File: config.mk
export PLATFORM = sky130hd
export DESIGN_NAME = lrb_bank
export DESIGN_NICKNAME = d
export VERILOG_FILES = /design/src/core/lrb_pkg.sv /design/src/core/lrb_bank.sv
export VERILOG_INCLUDE_DIRS = /design/src /design/src/core
export SDC_FILE = /design/constraint.sdc
export NUM_CORES = 1
export LEC_CHECK = 0
export BUFFER_PORTS_ARGS = -buffer_cell sky130_fd_sc_hd__buf_4
export CAP_MARGIN = 20
export CORE_MARGIN = 2
export CORE_UTILIZATION = 61
export CTS_CLUSTER_SIZE = 40
export DETAILED_ROUTE_END_ITERATION = 10
export GPL_TIMING_DRIVEN = 0
export MAX_ROUTING_LAYER = met4
export PLACE_DENSITY = 0.85
export SYNTH_ARGS = -nofsm -noshare
export SYNTH_HDL_FRONTEND = slang
export SYNTH_SLANG_ARGS = --single-unit
File: constraint.sdc
create_clock -name i_mclk -period 11.1 [get_ports i_mclk]
set_input_delay 2.22 -clock i_mclk [delete_from_list [all_inputs] [get_ports i_mclk]]
set_output_delay 2.22 -clock i_mclk [all_outputs]
set_load 0.02 [all_outputs]
File: src/core/lrb_defs.svh
// Offsets, field positions and reset values of the LIN register front end
`ifndef LRB_DEFS_SVH
`define LRB_DEFS_SVH
// Direct register addresses
`define LRB_SFR_CONFIG 8'h95
`define LRB_SFR_INDADDR 8'h92
`define LRB_SFR_INDDATA 8'h93
// Indirect addresses
`define LRB_IND_DATA_LAST 4'h7
`define LRB_IND_CONTROL 4'h8
`define LRB_IND_STATUS 4'h9
`define LRB_IND_ERROR 4'ha
`define LRB_IND_SIZE 4'hb
`define LRB_IND_DIVIDER 4'hc
`define LRB_IND_MULT 4'hd
`define LRB_IND_IDENT 4'he
// Configuration bits
`define LRB_CF_ENABLE 7
`define LRB_CF_MASTER 6
`define LRB_CF_AUTO_BAUD_SELECT 5
`define LRB_CF_MASK 8'he0
// Control bits
`define LRB_CT_STOP 7
`define LRB_CT_SLEEP 6
`define LRB_CT_DIR 5
`define LRB_CT_DATA_ACKNOWLEDGE 4
`define LRB_CT_INTERRUPT_RESET 3
`define LRB_CT_ERROR_RESET 2
`define LRB_CT_WAKEUP_REQUEST 1
`define LRB_CT_START 0
// Status bits
`define LRB_ST_ACTIVE 7
`define LRB_ST_IDLE 6
`define LRB_ST_ABORT 5
`define LRB_ST_DATA_REQUEST_FLAG 4
`define LRB_ST_INT 3
`define LRB_ST_ERROR 2
`define LRB_ST_WAKEUP 1
`define LRB_ST_DONE 0
// Error bits kept only in slave role
`define LRB_ERR_SLAVE_MASK 5'h18
// Implemented bits of size and identifier registers
`define LRB_SIZE_MASK 8'h8f
`define LRB_ID_MASK 8'h3f
// Reset value of every register
`define LRB_RESET_BYTE 8'h00
`endif

File: src/core/lrb_pkg.sv
// Types shared by the LIN register front end
package lrb_pkg;
  // Role of the controller on the bus
  typedef enum logic {LRB_SLAVE, LRB_MASTER} lrb_role_t;
endpackage

File: src/core/lrb_bank.sv
// LIN register bank: configuration, indirect access path and protocol registers
//
// How it works
// RQ1: configuration holds enable, role, autobaud bits
// RQ2: protocol registers reached only through indirect addresses
// RQ3: same register set in both roles
// RQ4: master-only bits usable only in master role
// RQ5: slave-only bits usable only in slave role
// RQ6: control register field layout at 0x08
// RQ7: status register field layout at 0x09
// RQ8: eight data bytes, read/write, reset zero
// RQ9: slave software touches data only when requested; not enforced, the data bytes stay open to CPU access in both roles
// RQ10: error reset clears error flags and register
// RQ11: no start or wakeup while error set
// RQ12: indirect access uses last written address
`timescale 1ns/1ps
`default_nettype none
`include "lrb_defs.svh"
module lrb_bank (
  input wire logic i_mclk,
  input wire logic i_rst,
  // CPU special function register port
  input wire logic [7:0] i_sfr_addr,
  input wire logic i_sfr_wr,
  input wire logic i_sfr_rd,
  input wire logic [7:0] i_sfr_wdata,
  output logic [7:0] o_sfr_rdata,
  // Events from the frame engine, one-cycle pulses on this clock, except i_bus_active, which is a level
  input wire logic i_bus_active,
  input wire logic i_evt_done,
  input wire logic i_evt_wakeup,
  input wire logic i_evt_idle,
  input wire logic i_evt_abort,
  input wire logic i_evt_data_request_flag,
  input wire logic [4:0] i_evt_err,
  input wire logic i_rx_we,
  input wire logic [2:0] i_rx_idx,
  input wire logic [7:0] i_rx_byte,
  input wire logic i_id_we,
  input wire logic [5:0] i_id,
  input wire logic [2:0] i_tx_idx,
  // Settings and requests toward the frame engine
  output logic [7:0] o_tx_byte,
  output logic o_enable,
  output logic o_master,
  output logic o_auto_baud,
  output logic o_start_req,
  output logic o_wakeup_req,
  output logic o_data_acknowledge_req,
  output logic o_stop,
  output logic o_sleep,
  output logic o_direction,
  output logic [7:0] o_size,
  output logic [7:0] o_divider,
  output logic [7:0] o_multiplier,
  output logic [5:0] o_identifier
);

  // Direct registers
  logic [7:0] cfg_q; // Configuration
  logic [3:0] iaddr_q; // Indirect address select
  logic [7:0] rdata_q; // Registered read data
  // Indirect registers
  logic [7:0] data_q [0:7]; // Frame data bytes
  logic sleep_q, dir_q, data_acknowledge_q, wup_q, start_q, stop_q;
  logic idle_q, abort_q, data_request_flag_q, int_q, err_q, wake_q, done_q;
  logic [4:0] errf_q; // Error flags
  logic [7:0] size_q, div_q, mul_q;
  logic [5:0] id_q;

  // Role and enable decode
  lrb_pkg::lrb_role_t role;
  wire en = cfg_q[`LRB_CF_ENABLE]; // RQ1
  assign role = cfg_q[`LRB_CF_MASTER] ? lrb_pkg::LRB_MASTER : lrb_pkg::LRB_SLAVE; // RQ1
  wire is_m = (role == lrb_pkg::LRB_MASTER);
  wire is_s = !is_m;

  // Direct address decode
  wire wr_cfg = i_sfr_wr && (i_sfr_addr == `LRB_SFR_CONFIG);
  wire wr_ia = i_sfr_wr && (i_sfr_addr == `LRB_SFR_INDADDR);
  wire wr_id = i_sfr_wr && (i_sfr_addr == `LRB_SFR_INDDATA);
  wire rd_id = i_sfr_rd && (i_sfr_addr == `LRB_SFR_INDDATA);
  wire [7:0] wd = i_sfr_wdata;

  // Indirect write strobes, selected by the held address
  wire w_data = wr_id && (iaddr_q <= `LRB_IND_DATA_LAST); // RQ12
  wire w_ctl = wr_id && (iaddr_q == `LRB_IND_CONTROL); // RQ6
  wire w_size = wr_id && (iaddr_q == `LRB_IND_SIZE);
  wire w_div = wr_id && (iaddr_q == `LRB_IND_DIVIDER);
  wire w_mul = wr_id && (iaddr_q == `LRB_IND_MULT);
  wire w_ident = wr_id && (iaddr_q == `LRB_IND_IDENT);

  // Control write effects; role gating drops the other role's bits
  wire c_interrupt_reset = w_ctl && wd[`LRB_CT_INTERRUPT_RESET];
  wire c_error_reset = w_ctl && wd[`LRB_CT_ERROR_RESET]; // RQ10
  wire c_stop = w_ctl && wd[`LRB_CT_STOP] && is_s; // RQ5
  wire c_data_acknowledge = w_ctl && wd[`LRB_CT_DATA_ACKNOWLEDGE] && is_s; // RQ5
  // Requests refused while the error flag stands, cleared or not this cycle
  wire c_start = w_ctl && wd[`LRB_CT_START] && is_m && !err_q; // RQ4 RQ11
  wire c_wup = w_ctl && wd[`LRB_CT_WAKEUP_REQUEST] && !err_q; // RQ11

  // Events only count while the controller is enabled
  wire e_err = en && (i_evt_err != 5'h00);
  wire e_done = en && i_evt_done;
  wire e_wake = en && i_evt_wakeup;
  wire e_idle = en && i_evt_idle;
  wire e_abort = en && i_evt_abort && is_s; // RQ5
  wire e_data_request_flag = en && i_evt_data_request_flag && is_s; // RQ5
  wire e_any = e_err || e_done || e_wake || e_idle || e_abort || e_data_request_flag;
  wire frame_end = e_done || e_err;
  // Slave-only error causes are not recorded in master role
  wire [4:0] err_in = is_m ? (i_evt_err & ~`LRB_ERR_SLAVE_MASK) : i_evt_err; // RQ5

  // Read views with role masks applied
  wire [7:0] ctl_rd = {1'b0, sleep_q & is_s, dir_q, data_acknowledge_q & is_s, 2'b00, wup_q,
    start_q & is_m}; // RQ6 RQ4 RQ5
  wire [7:0] st_rd = {i_bus_active, idle_q, abort_q & is_s, data_request_flag_q & is_s, int_q,
    err_q, wake_q, done_q}; // RQ7
  wire [7:0] err_rd = {3'b000, errf_q & (is_s ? 5'h1f : ~`LRB_ERR_SLAVE_MASK)};

  // Indirect read multiplexer; holes read zero
  logic [7:0] ind_rd;
  always_comb
  begin
    ind_rd = `LRB_RESET_BYTE;
    if (iaddr_q <= `LRB_IND_DATA_LAST)
      ind_rd = data_q[iaddr_q[2:0]]; // RQ2 RQ8
    else
      case (iaddr_q)
        `LRB_IND_CONTROL: ind_rd = ctl_rd;
        `LRB_IND_STATUS: ind_rd = st_rd;
        `LRB_IND_ERROR: ind_rd = err_rd;
        `LRB_IND_SIZE: ind_rd = size_q;
        `LRB_IND_DIVIDER: ind_rd = div_q;
        `LRB_IND_MULT: ind_rd = mul_q;
        `LRB_IND_IDENT: ind_rd = {2'b00, id_q};
        default: ind_rd = `LRB_RESET_BYTE; // RQ12
      endcase
  end

  // Direct read multiplexer; unmapped addresses read zero
  wire [7:0] sfr_rd = (i_sfr_addr == `LRB_SFR_CONFIG) ? cfg_q :
    (i_sfr_addr == `LRB_SFR_INDADDR) ? {4'h0, iaddr_q} :
    (i_sfr_addr == `LRB_SFR_INDDATA) ? ind_rd : `LRB_RESET_BYTE;

  // Direct registers and read data
  always_ff @(posedge i_mclk or posedge i_rst)
  begin
    if (i_rst)
    begin
      cfg_q <= `LRB_RESET_BYTE;
      iaddr_q <= 4'h0;
      rdata_q <= `LRB_RESET_BYTE;
    end
    else
    begin
      if (wr_cfg)
        cfg_q <= wd & `LRB_CF_MASK; // RQ1
      if (wr_ia)
        iaddr_q <= wd[3:0]; // RQ12
      if (i_sfr_rd)
        rdata_q <= sfr_rd;
    end
  end

  // Data bytes: engine receive writes win over CPU writes to the same byte
  always_ff @(posedge i_mclk or posedge i_rst)
  begin
    if (i_rst)
    begin
      for (int k = 0; k < 8; k++)
        data_q[k] <= `LRB_RESET_BYTE; // RQ8
    end
    else
    begin
      if (w_data)
        data_q[iaddr_q[2:0]] <= wd; // RQ8
      if (i_rx_we)
        data_q[i_rx_idx] <= i_rx_byte;
    end
  end

  // Plain settings registers, same in both roles except sleep, which is written only in slave role
  always_ff @(posedge i_mclk or posedge i_rst)
  begin
    if (i_rst)
    begin
      size_q <= `LRB_RESET_BYTE;
      div_q <= `LRB_RESET_BYTE;
      mul_q <= `LRB_RESET_BYTE;
      id_q <= 6'h00;
      dir_q <= 1'b0;
      sleep_q <= 1'b0;
    end
    else
    begin
      if (w_size)
        size_q <= wd & `LRB_SIZE_MASK; // RQ3
      if (w_div)
        div_q <= wd;
      if (w_mul)
        mul_q <= wd;
      // Slave engine captures the header identifier
      if (i_id_we)
        id_q <= i_id;
      else if (w_ident)
        id_q <= wd[5:0];
      if (w_ctl)
        dir_q <= wd[`LRB_CT_DIR]; // RQ6
      if (w_ctl && is_s)
        sleep_q <= wd[`LRB_CT_SLEEP]; // RQ5
    end
  end

  // Requests: start and acknowledge held until the frame ends, wakeup until frame end or wakeup event, so the engine sees a level; stop is a one-cycle pulse
  always_ff @(posedge i_mclk or posedge i_rst)
  begin
    if (i_rst)
    begin
      start_q <= 1'b0;
      wup_q <= 1'b0;
      data_acknowledge_q <= 1'b0;
      stop_q <= 1'b0;
    end
    else
    begin
      // Set wins over the end of the previous frame
      start_q <= c_start || (start_q && !frame_end && is_m); // RQ4 RQ11
      wup_q <= c_wup || (wup_q && !frame_end && !e_wake); // RQ11
      data_acknowledge_q <= c_data_acknowledge || (data_acknowledge_q && !frame_end && is_s); // RQ5
      stop_q <= c_stop; // RQ5
    end
  end

  // Status flags: hardware set wins over software clear in the same cycle
  always_ff @(posedge i_mclk or posedge i_rst)
  begin
    if (i_rst)
    begin
      idle_q <= 1'b0;
      abort_q <= 1'b0;
      data_request_flag_q <= 1'b0;
      int_q <= 1'b0;
      err_q <= 1'b0;
      wake_q <= 1'b0;
      done_q <= 1'b0;
      errf_q <= 5'h00;
    end
    else
    begin
      idle_q <= e_idle || (idle_q && !c_interrupt_reset); // RQ7
      abort_q <= e_abort || (abort_q && !c_interrupt_reset);
      // Data request ends when software acknowledges or stops the frame
      data_request_flag_q <= e_data_request_flag || (data_request_flag_q && !c_data_acknowledge && !c_stop && !c_interrupt_reset);
      int_q <= e_any || (int_q && !c_interrupt_reset);
      wake_q <= e_wake || (wake_q && !c_interrupt_reset);
      done_q <= e_done || e_wake || (done_q && !c_interrupt_reset);
      err_q <= e_err || (err_q && !c_error_reset); // RQ10
      errf_q <= (en ? err_in : 5'h00) | (c_error_reset ? 5'h00 : errf_q); // RQ10
    end
  end

  // Output drive
  assign o_sfr_rdata = rdata_q;
  assign o_tx_byte = data_q[i_tx_idx];
  assign o_enable = en;
  assign o_master = is_m;
  assign o_auto_baud = cfg_q[`LRB_CF_AUTO_BAUD_SELECT] && is_s; // RQ1
  assign o_start_req = start_q;
  assign o_wakeup_req = wup_q;
  assign o_data_acknowledge_req = data_acknowledge_q;
  assign o_stop = stop_q;
  assign o_sleep = sleep_q && is_s;
  assign o_direction = dir_q;
  assign o_size = size_q;
  assign o_divider = div_q;
  assign o_multiplier = mul_q;
  assign o_identifier = id_q;

  // Checks
  a_start_err_refused: assert property (@(posedge i_mclk) disable iff (i_rst)
    (err_q && w_ctl && wd[0]) |=> !start_q || $past(start_q)) // RQ11
    else $error("start accepted while error flag set");
  a_start_slave_ignored: assert property (@(posedge i_mclk) disable iff (i_rst)
    (is_s && !$past(start_q)) |-> !start_q) // RQ4
    else $error("start request taken in slave role");
  a_wakeup_err_refused: assert property (@(posedge i_mclk) disable iff (i_rst)
    (err_q && !wup_q) |=> !wup_q) // RQ11
    else $error("wakeup accepted while error flag set");
  a_error_reset_clears_error: assert property (@(posedge i_mclk) disable iff (i_rst)
    (c_error_reset && !e_err) |=> !err_q && errf_q == 5'h00) // RQ10
    else $error("error reset left error state");
  a_error_set_wins: assert property (@(posedge i_mclk) disable iff (i_rst)
    e_err |=> err_q && ((errf_q & $past(err_in)) == $past(err_in))) // RQ10
    else $error("error event lost");
  a_master_slave_err_hidden: assert property (@(posedge i_mclk) disable iff (i_rst)
    (rd_id && is_m && iaddr_q == `LRB_IND_ERROR) |=> rdata_q[4:3] == 2'b00) // RQ5
    else $error("slave-only error bit visible in master role");
  a_data_byte_write: assert property (@(posedge i_mclk) disable iff (i_rst)
    (w_data && !i_rx_we) |=> data_q[$past(iaddr_q[2:0])] == $past(wd)) // RQ8
    else $error("data byte write not stored");
  a_indirect_read_path: assert property (@(posedge i_mclk) disable iff (i_rst)
    (rd_id && iaddr_q > `LRB_IND_IDENT) |=> rdata_q == 8'h00) // RQ12
    else $error("unused indirect address read nonzero");
  a_status_readback: assert property (@(posedge i_mclk) disable iff (i_rst)
    (rd_id && iaddr_q == `LRB_IND_STATUS) |=> rdata_q[2] == $past(err_q)
    && rdata_q[7] == $past(i_bus_active)) // RQ7
    else $error("status read does not match flags");
  a_config_fields: assert property (@(posedge i_mclk) disable iff (i_rst)
    wr_cfg |=> o_enable == $past(wd[7]) && o_master == $past(wd[6])) // RQ1
    else $error("configuration write not applied");
  a_sleep_slave_only: assert property (@(posedge i_mclk) disable iff (i_rst)
    is_m |-> !o_sleep && !data_acknowledge_q) // RQ5 RQ3
    else $error("slave-only control active in master role");

endmodule
`default_nettype wire

==> results.yml, run 1 <==
layout:
  antenna_cells: 0
  layout-drive-gt1-share_pct: 29.0
  layout.nets: 835
  areaGrowthSynthToFinish_pct: 20.6
  finalInstanceArea_um2: 8590
yosys:
  syn_avg_cell_area_um2: 10.7
  synth.cell_area_um2: 7130
  synth.largest_area_cell: "dfrtp_1"
  ys_seq_elements: 124
  ys.flop_type: "dfrtp_1"
  synth_area_leaders: "dfrtp_1, mux4_2, mux2i_1"
  synthArstFlopShare_pct: 100
  synth_most_common_cell: "dfrtp_1"
  synth_common_cells: "dfrtp_1, nor2_1, a21oi_1, nand2_1, mux2i_1"
  synth_top_cell_area_share_pct: 43.5
  ys.warnings.count: 0
  syn_inst: 669
  synth_edf_count: 0
  synth_cell_types: 55
  seq_area_frac_synth_pct: 43.5
clock_tree:
  clk_latency_ns: 0.43
  cts_max_level: 4
  post_cts_buffers: 0
  cts.sinks: 124
  clk_pin_slew_ns: 0.05
  post_cts_resized: 0
  clockBufferDepth: 2
  cts_buffers: 17
  cts_root_buffer: "clkbuf_16"
  cts-hold-fix-buffers: 0
  cts_tree: "yes"
timing:
  fmax_ghz: 0.154
  setup_viol: 0
  tightest_slew_ns: 1.08
  rsz0062_at_grt: "false"
  drv_slew: 0
  finalHoldViolCount: 0
  whs_ns: 0.497
  period_share_pct: 58.4
  fin_crit_ns: 6.48
  setup_tns_ns: 0
  final.setup_skew_ns: 0.0111
  relSlewSlack_pct: 27.8
floorplanning:
  rows: 39
  core_area_um2: 11400
  dieWidth_um: 112
  chipHeight_um: 112
  pin_count: 108
  die_area_um2: 12600
  initial_core_util_pct: 62.4
detailed_routing:
  first_pass_iters: 5
  routed_wl_um: 23900
  drc_errors: 0
  vias: 6391
  drt-initial-drc-count: 905
  post_drt_wl_per_cell_um: 25.5
  ant_nets: 0
  via_per_inst: 6.82
critical_path:
  crit_fanout: 10
  crit_buf_inv: 3
  cp_top_family: "buffers and inverters"
  ff2ff_setup_slack_ns: 7.99
  cp.arrival_ns: 4.26
  regToRegEndpoint: "o_sfr_rdata[5]"
  cp_slowest_stage_delay_ns: 0.60
  crit_slowest_cell: "mux4_2"
  crit_type: "in2out"
  critPathLaunchType: "primary input"
  cp-end-kind: "output pin"
  required_ns: 8.88
  crit_chain: "clkbuf_1 > buf_2 > mux4_2 > mux2_2 > buf_4"
  ff2ff_path_depth: 7
  r2r-start: "iaddr_q[0]"
grt:
  gr-usage-met3_pct: 13.8
  use_met2_pct: 58.6
  grt_pass1_wl_um: 36800
  track_usage_pct: 40.4
  grt_max_degree: 103
  grtUsageMet1_pct: 52.2
  first_global_vias: 6531
  grt-ovfl-total: 0
  grt-busiest-layer: "met2"
  antenna_found_initial: 0
place:
  placed_area_um2: 8030
  port_buffers: 91
  gp_congestion: 1.01
  place_hpwl_um: 16700
pwr:
  p_per_area_nw_per_um2: 162
  vdd_drop_max_uv: 169
  p_leak_nw: 3.79
worst_hold_path:
  hold_depth: 1
  min_to: "idle_q"
  hp-start: "idle_q"
  hp-class: "reg2reg"
flow_run:
  drv_cap: 0
outcome:
  status: "finished, final reports clean"
cells by family after synthesis:
kind of cell	synth area share [%]
AO/OA/AOI/OAI	11.4
buffers and inverters	3.42
flip-flops	43.5
multiplexers	26.8
other	0.0526
AND/OR/NAND/NOR	14.8
worst reg2reg max path, cell delays in order, from the launching register on:
cell and delay [ns]:
dfrtp_1 0.48, buf_2 0.35, buf_2 0.36, buf_1 0.61, mux2i_1 0.40, nor2_1 0.09, a2111oi_0 0.53, a21oi_1 0.13
placed cells by master (no fill, tap or decap), drive strengths merged, types with 7 or more instances in the layout:
cell / synthesis / routed
buf: 24 / 116
nor2: 89 / 89
a22oi: 7 / 7
mux4: 32 / 32
a22o: 10 / 10
o21ai: 7 / 7
a31oi: 17 / 17
clkbuf: 29 / 50
dfrtp: 124 / 124
a21oi: 62 / 62
mux2: 54 / 54
nand2: 59 / 59
nor2b: 16 / 16
nand3: 11 / 11
mux2i: 58 / 58
metrics by stage:
stage | util [%] | instances | setup slack (ns) | total power [W]
4_1_cts | 75.2 | 937 | 4.63 | 0.00138
5_1_grt | 75.2 | 937 | 4.54 | 0.00143
6_report | 75.2 | 937 | 4.62 | 0.00139
2_1_floorplan | - | 671 | 5.11 | 0.000751
3_3_place_gp | 70.0 | 905 | 4.24 | 0.000837
3_5_place_dp | 70.3 | 906 | 4.64 | 0.000855
power by group:
part	internal [W]	total, W	leakage, nW	switching [W]
clock network	0.000323	0.000534	0.267	0.000210
registers	0.000521	0.000584	1.51	0.0000627
logic	0.000137	0.000276	2.01	0.000140
total	0.000981	0.00139	3.79	0.000413
area by class of cell:
class / instances / area [µm²]
tap: 143 / 179
clock inverter: 10 / 92.6
multi-input combinational: 488 / 3790
timing repair buffer: 92 / 711
sequential: 124 / 3100
inverter: 6 / 27.5
buffer: 53 / 221
clock buffer: 21 / 470
fill: 828 / 2830
per-layer routing:
metal / routed length (µm) / vias to the layer above
li1: - / 2666
met1: 9070 / 3127
met2: 10700 / 504
met3: 3100 / 94
met4: 999 / 0
met5: 0 / -
worst max path at each step:
| stage | from | endpoint | slack, ns | cells past startpoint |
|---|---|---|---|---|
| finish | i_tx_idx[0] | o_tx_byte[1] | 4.62 | 5 |
| global route | i_tx_idx[0] | o_tx_byte[1] | 4.54 | 5 |
| CTS | i_tx_idx[0] | o_tx_byte[2] | 4.63 | 5 |
| detailed placement | i_tx_idx[0] | o_tx_byte[2] | 4.64 | 5 |
| global placement | i_rst | o_divider[0] | 4.24 | 2 |
| floorplan | i_tx_idx[0] | o_tx_byte[0] | 5.11 | 4 |
sequential cells by signal, summed over array words and instances (netlist names), 3 cells and up:
name / count
cfg_q: 3
data_q: 64
errf_q: 5
iaddr_q: 4
o_divider: 8
o_identifier: 6
o_multiplier: 8
o_sfr_rdata: 8
o_size: 5
Note: power is estimated with default switching activity, not from simulation.
==> inputs of run 2 (changes only) <==
- CORE_UTILIZATION: 61 -> 52
- PLACE_DENSITY: 0.85 -> 0.77
- clock period: 11.1 -> 5.6 ns (I/O delays scaled with it)
==> run 2 against run 1 <==
Compared with the run above:
- hold slack got worse by 0.020 ns
- total power is 110% higher
- die area rose by 17%
- final area up 1.4%
- critical endpoint unchanged
- largest cell class unchanged
==> results.yml, run 2 (same netlist as run 1, synthesis figures left out) <==
layout:
  antenna_cells: 0
  fillCellCount: 1018
  final_cell_mix: "dfrtp_1, buf_4, nor2_1"
  areaGrowthSynthToFinish_pct: 22.3
  largest_register_ffs: 64
  final_common_cell: "dfrtp_1"
  layout-drive-gt1-share_pct: 29.1
  layout.nets: 835
  top_register: "data_q"
  finalInstanceArea_um2: 8720
detailed_routing:
  via_per_inst: 6.50
  vias: 6301
  ant_nets: 0
  routed_wl_um: 24600
  drt-initial-drc-count: 753
  post_drt_wl_per_cell_um: 25.4
  drc_errors: 0
  first_pass_iters: 5
clock_tree:
  cts_tree: "yes"
  cts_buffers: 17
  post_cts_buffers: 0
  clk_pin_slew_ns: 0.06
  cts.sinks: 124
  cts_max_level: 4
  clockBufferDepth: 2
  cts_root_buffer: "clkbuf_16"
  clk_latency_ns: 0.43
  post_cts_resized: 0
  cts-hold-fix-buffers: 0
pwr:
  p_leak_nw: 3.81
  swShare_pct: 28.0
  p_per_area_nw_per_um2: 333
  pwr-share-comb_pct: 18.7
  p_sw_w: 0.000814
  seqPwrFrac_pct: 39.4
  clock_power_share_pct: 41.9
  vdd_drop_max_uv: 236
  internal_power_w: 0.00209
critical_path:
  ff2ff_path_depth: 5
  cp.arrival_ns: 3.16
  crit_slowest_cell: "clkbuf_1"
  cp-end-kind: "output pin"
  crit_chain: "clkbuf_1 > clkbuf_1 > mux4_2 > mux2_2 > buf_4"
  regToRegEndpoint: "o_divider[7]"
  critPathMostFrequentCell: "clkbuf_1"
  cp_slowest_stage_delay_ns: 0.71
  required_ns: 4.48
  critPathLaunchType: "primary input"
  r2r-start: "iaddr_q[2]"
  crit_fanout: 10
  crit_type: "in2out"
  ff2ff_setup_slack_ns: 2.59
floorplanning:
  core_area_um2: 13300
  initial_core_util_pct: 53.6
  pin_count: 108
  die_area_um2: 14700
  dieWidth_um: 121
  chipHeight_um: 121
  rows: 42
place:
  placed_area_um2: 8070
  gp_congestion: 0.917
  dp_slack_ns: 1.34
  port_buffers: 91
  place_hpwl_um: 17000
grt:
  grt_max_degree: 96
  grt-ovfl-total: 0
  antenna_found_initial: 0
  grt_pass1_wl_um: 37100
  track_usage_pct: 35.9
  first_global_vias: 6345
timing:
  period_share_pct: 76.4
  setup_viol: 0
  setup_tns_ns: 0
  fmax_ghz: 0.234
  finalHoldViolCount: 0
  whs_ns: 0.477
  fin_crit_ns: 4.28
  postLayoutSetupSlackWorst_ns: 1.32
  relSlewSlack_pct: 31.1
  drv_slew: 0
  rsz0062_at_grt: "false"
  tightest_slew_ns: 1.03
  final.setup_skew_ns: 0.00442
outcome:
  status: "finished, final reports clean"
worst_hold_path:
  hp-start: "wake_q"
  min_to: "wake_q"
  hp-class: "reg2reg"
  hold_depth: 2
flow_run:
  drv_cap: 0
run 2: through the flow:
| stage | total power (W) | instances | util, % |
|---|---|---|---|
| after floorplan | 0.00149 | 671 | - |
| after global placement | 0.00166 | 938 | 60.5 |
| after detailed placement | 0.00169 | 939 | 60.7 |
| after CTS | 0.00290 | 970 | 65.6 |
| after global routing | 0.00300 | 970 | 65.6 |
| final | 0.00290 | 970 | 65.6 |
run 2: how the worst max path moves through the flow:
| stage | start | to | slack [ns] | depth (start not counted) |
|---|---|---|---|---|
| 6_report | i_tx_idx[1] | o_tx_byte[1] | 1.32 | 5 |
| 5_1_grt | i_tx_idx[0] | o_tx_byte[1] | 1.21 | 5 |
| 4_1_cts | i_tx_idx[0] | o_tx_byte[1] | 1.33 | 5 |
| 3_5_place_dp | i_tx_idx[0] | o_tx_byte[1] | 1.34 | 5 |
| 3_3_place_gp | i_rst | o_multiplier[3] | -0.26 | 2 |
| 2_1_floorplan | i_rst | abort_q | 1.18 | 1 |
run 2: final cells by class:
class	count	area, µm²	area share, %
multi-input cells	488	3790	43.5
flip-flops and latches	124	3100	35.6
repair buffers	92	711	8.15
clock buffers	17	425	4.88
plain buffers	53	221	2.54
clock inverters	14	220	2.53
well taps	176	220	2.53
inverters	6	27.5	0.316
run 2: power by group through the flow:
| stage | clock network (W) | logic, W | registers (W) |
|---|---|---|---|
| floorplan | 0 | 0.000372 | 0.00112 |
| global placement | 0 | 0.000520 | 0.00114 |
| detailed placement | 0 | 0.000538 | 0.00115 |
| CTS | 0.00122 | 0.000539 | 0.00114 |
| global route | 0.00126 | 0.000583 | 0.00116 |
| finish | 0.00122 | 0.000543 | 0.00114 |
run 2: critical path, delay by kind of cell:
| family | cells | cell delay [ns] |
|---|---|---|
| buffers and inverters | 3 | 1.28 |
| muxes | 2 | 0.74 |
run 2: routing by layer:
layer  up-vias  routed length, µm  global-route usage (%)
met5         -                  0                       -
met4         0                848                    16.6
met3        61               2360                    7.00
met2       405              11400                    53.0
met1      3151              10000                    48.3
li1       2684                  -                       -
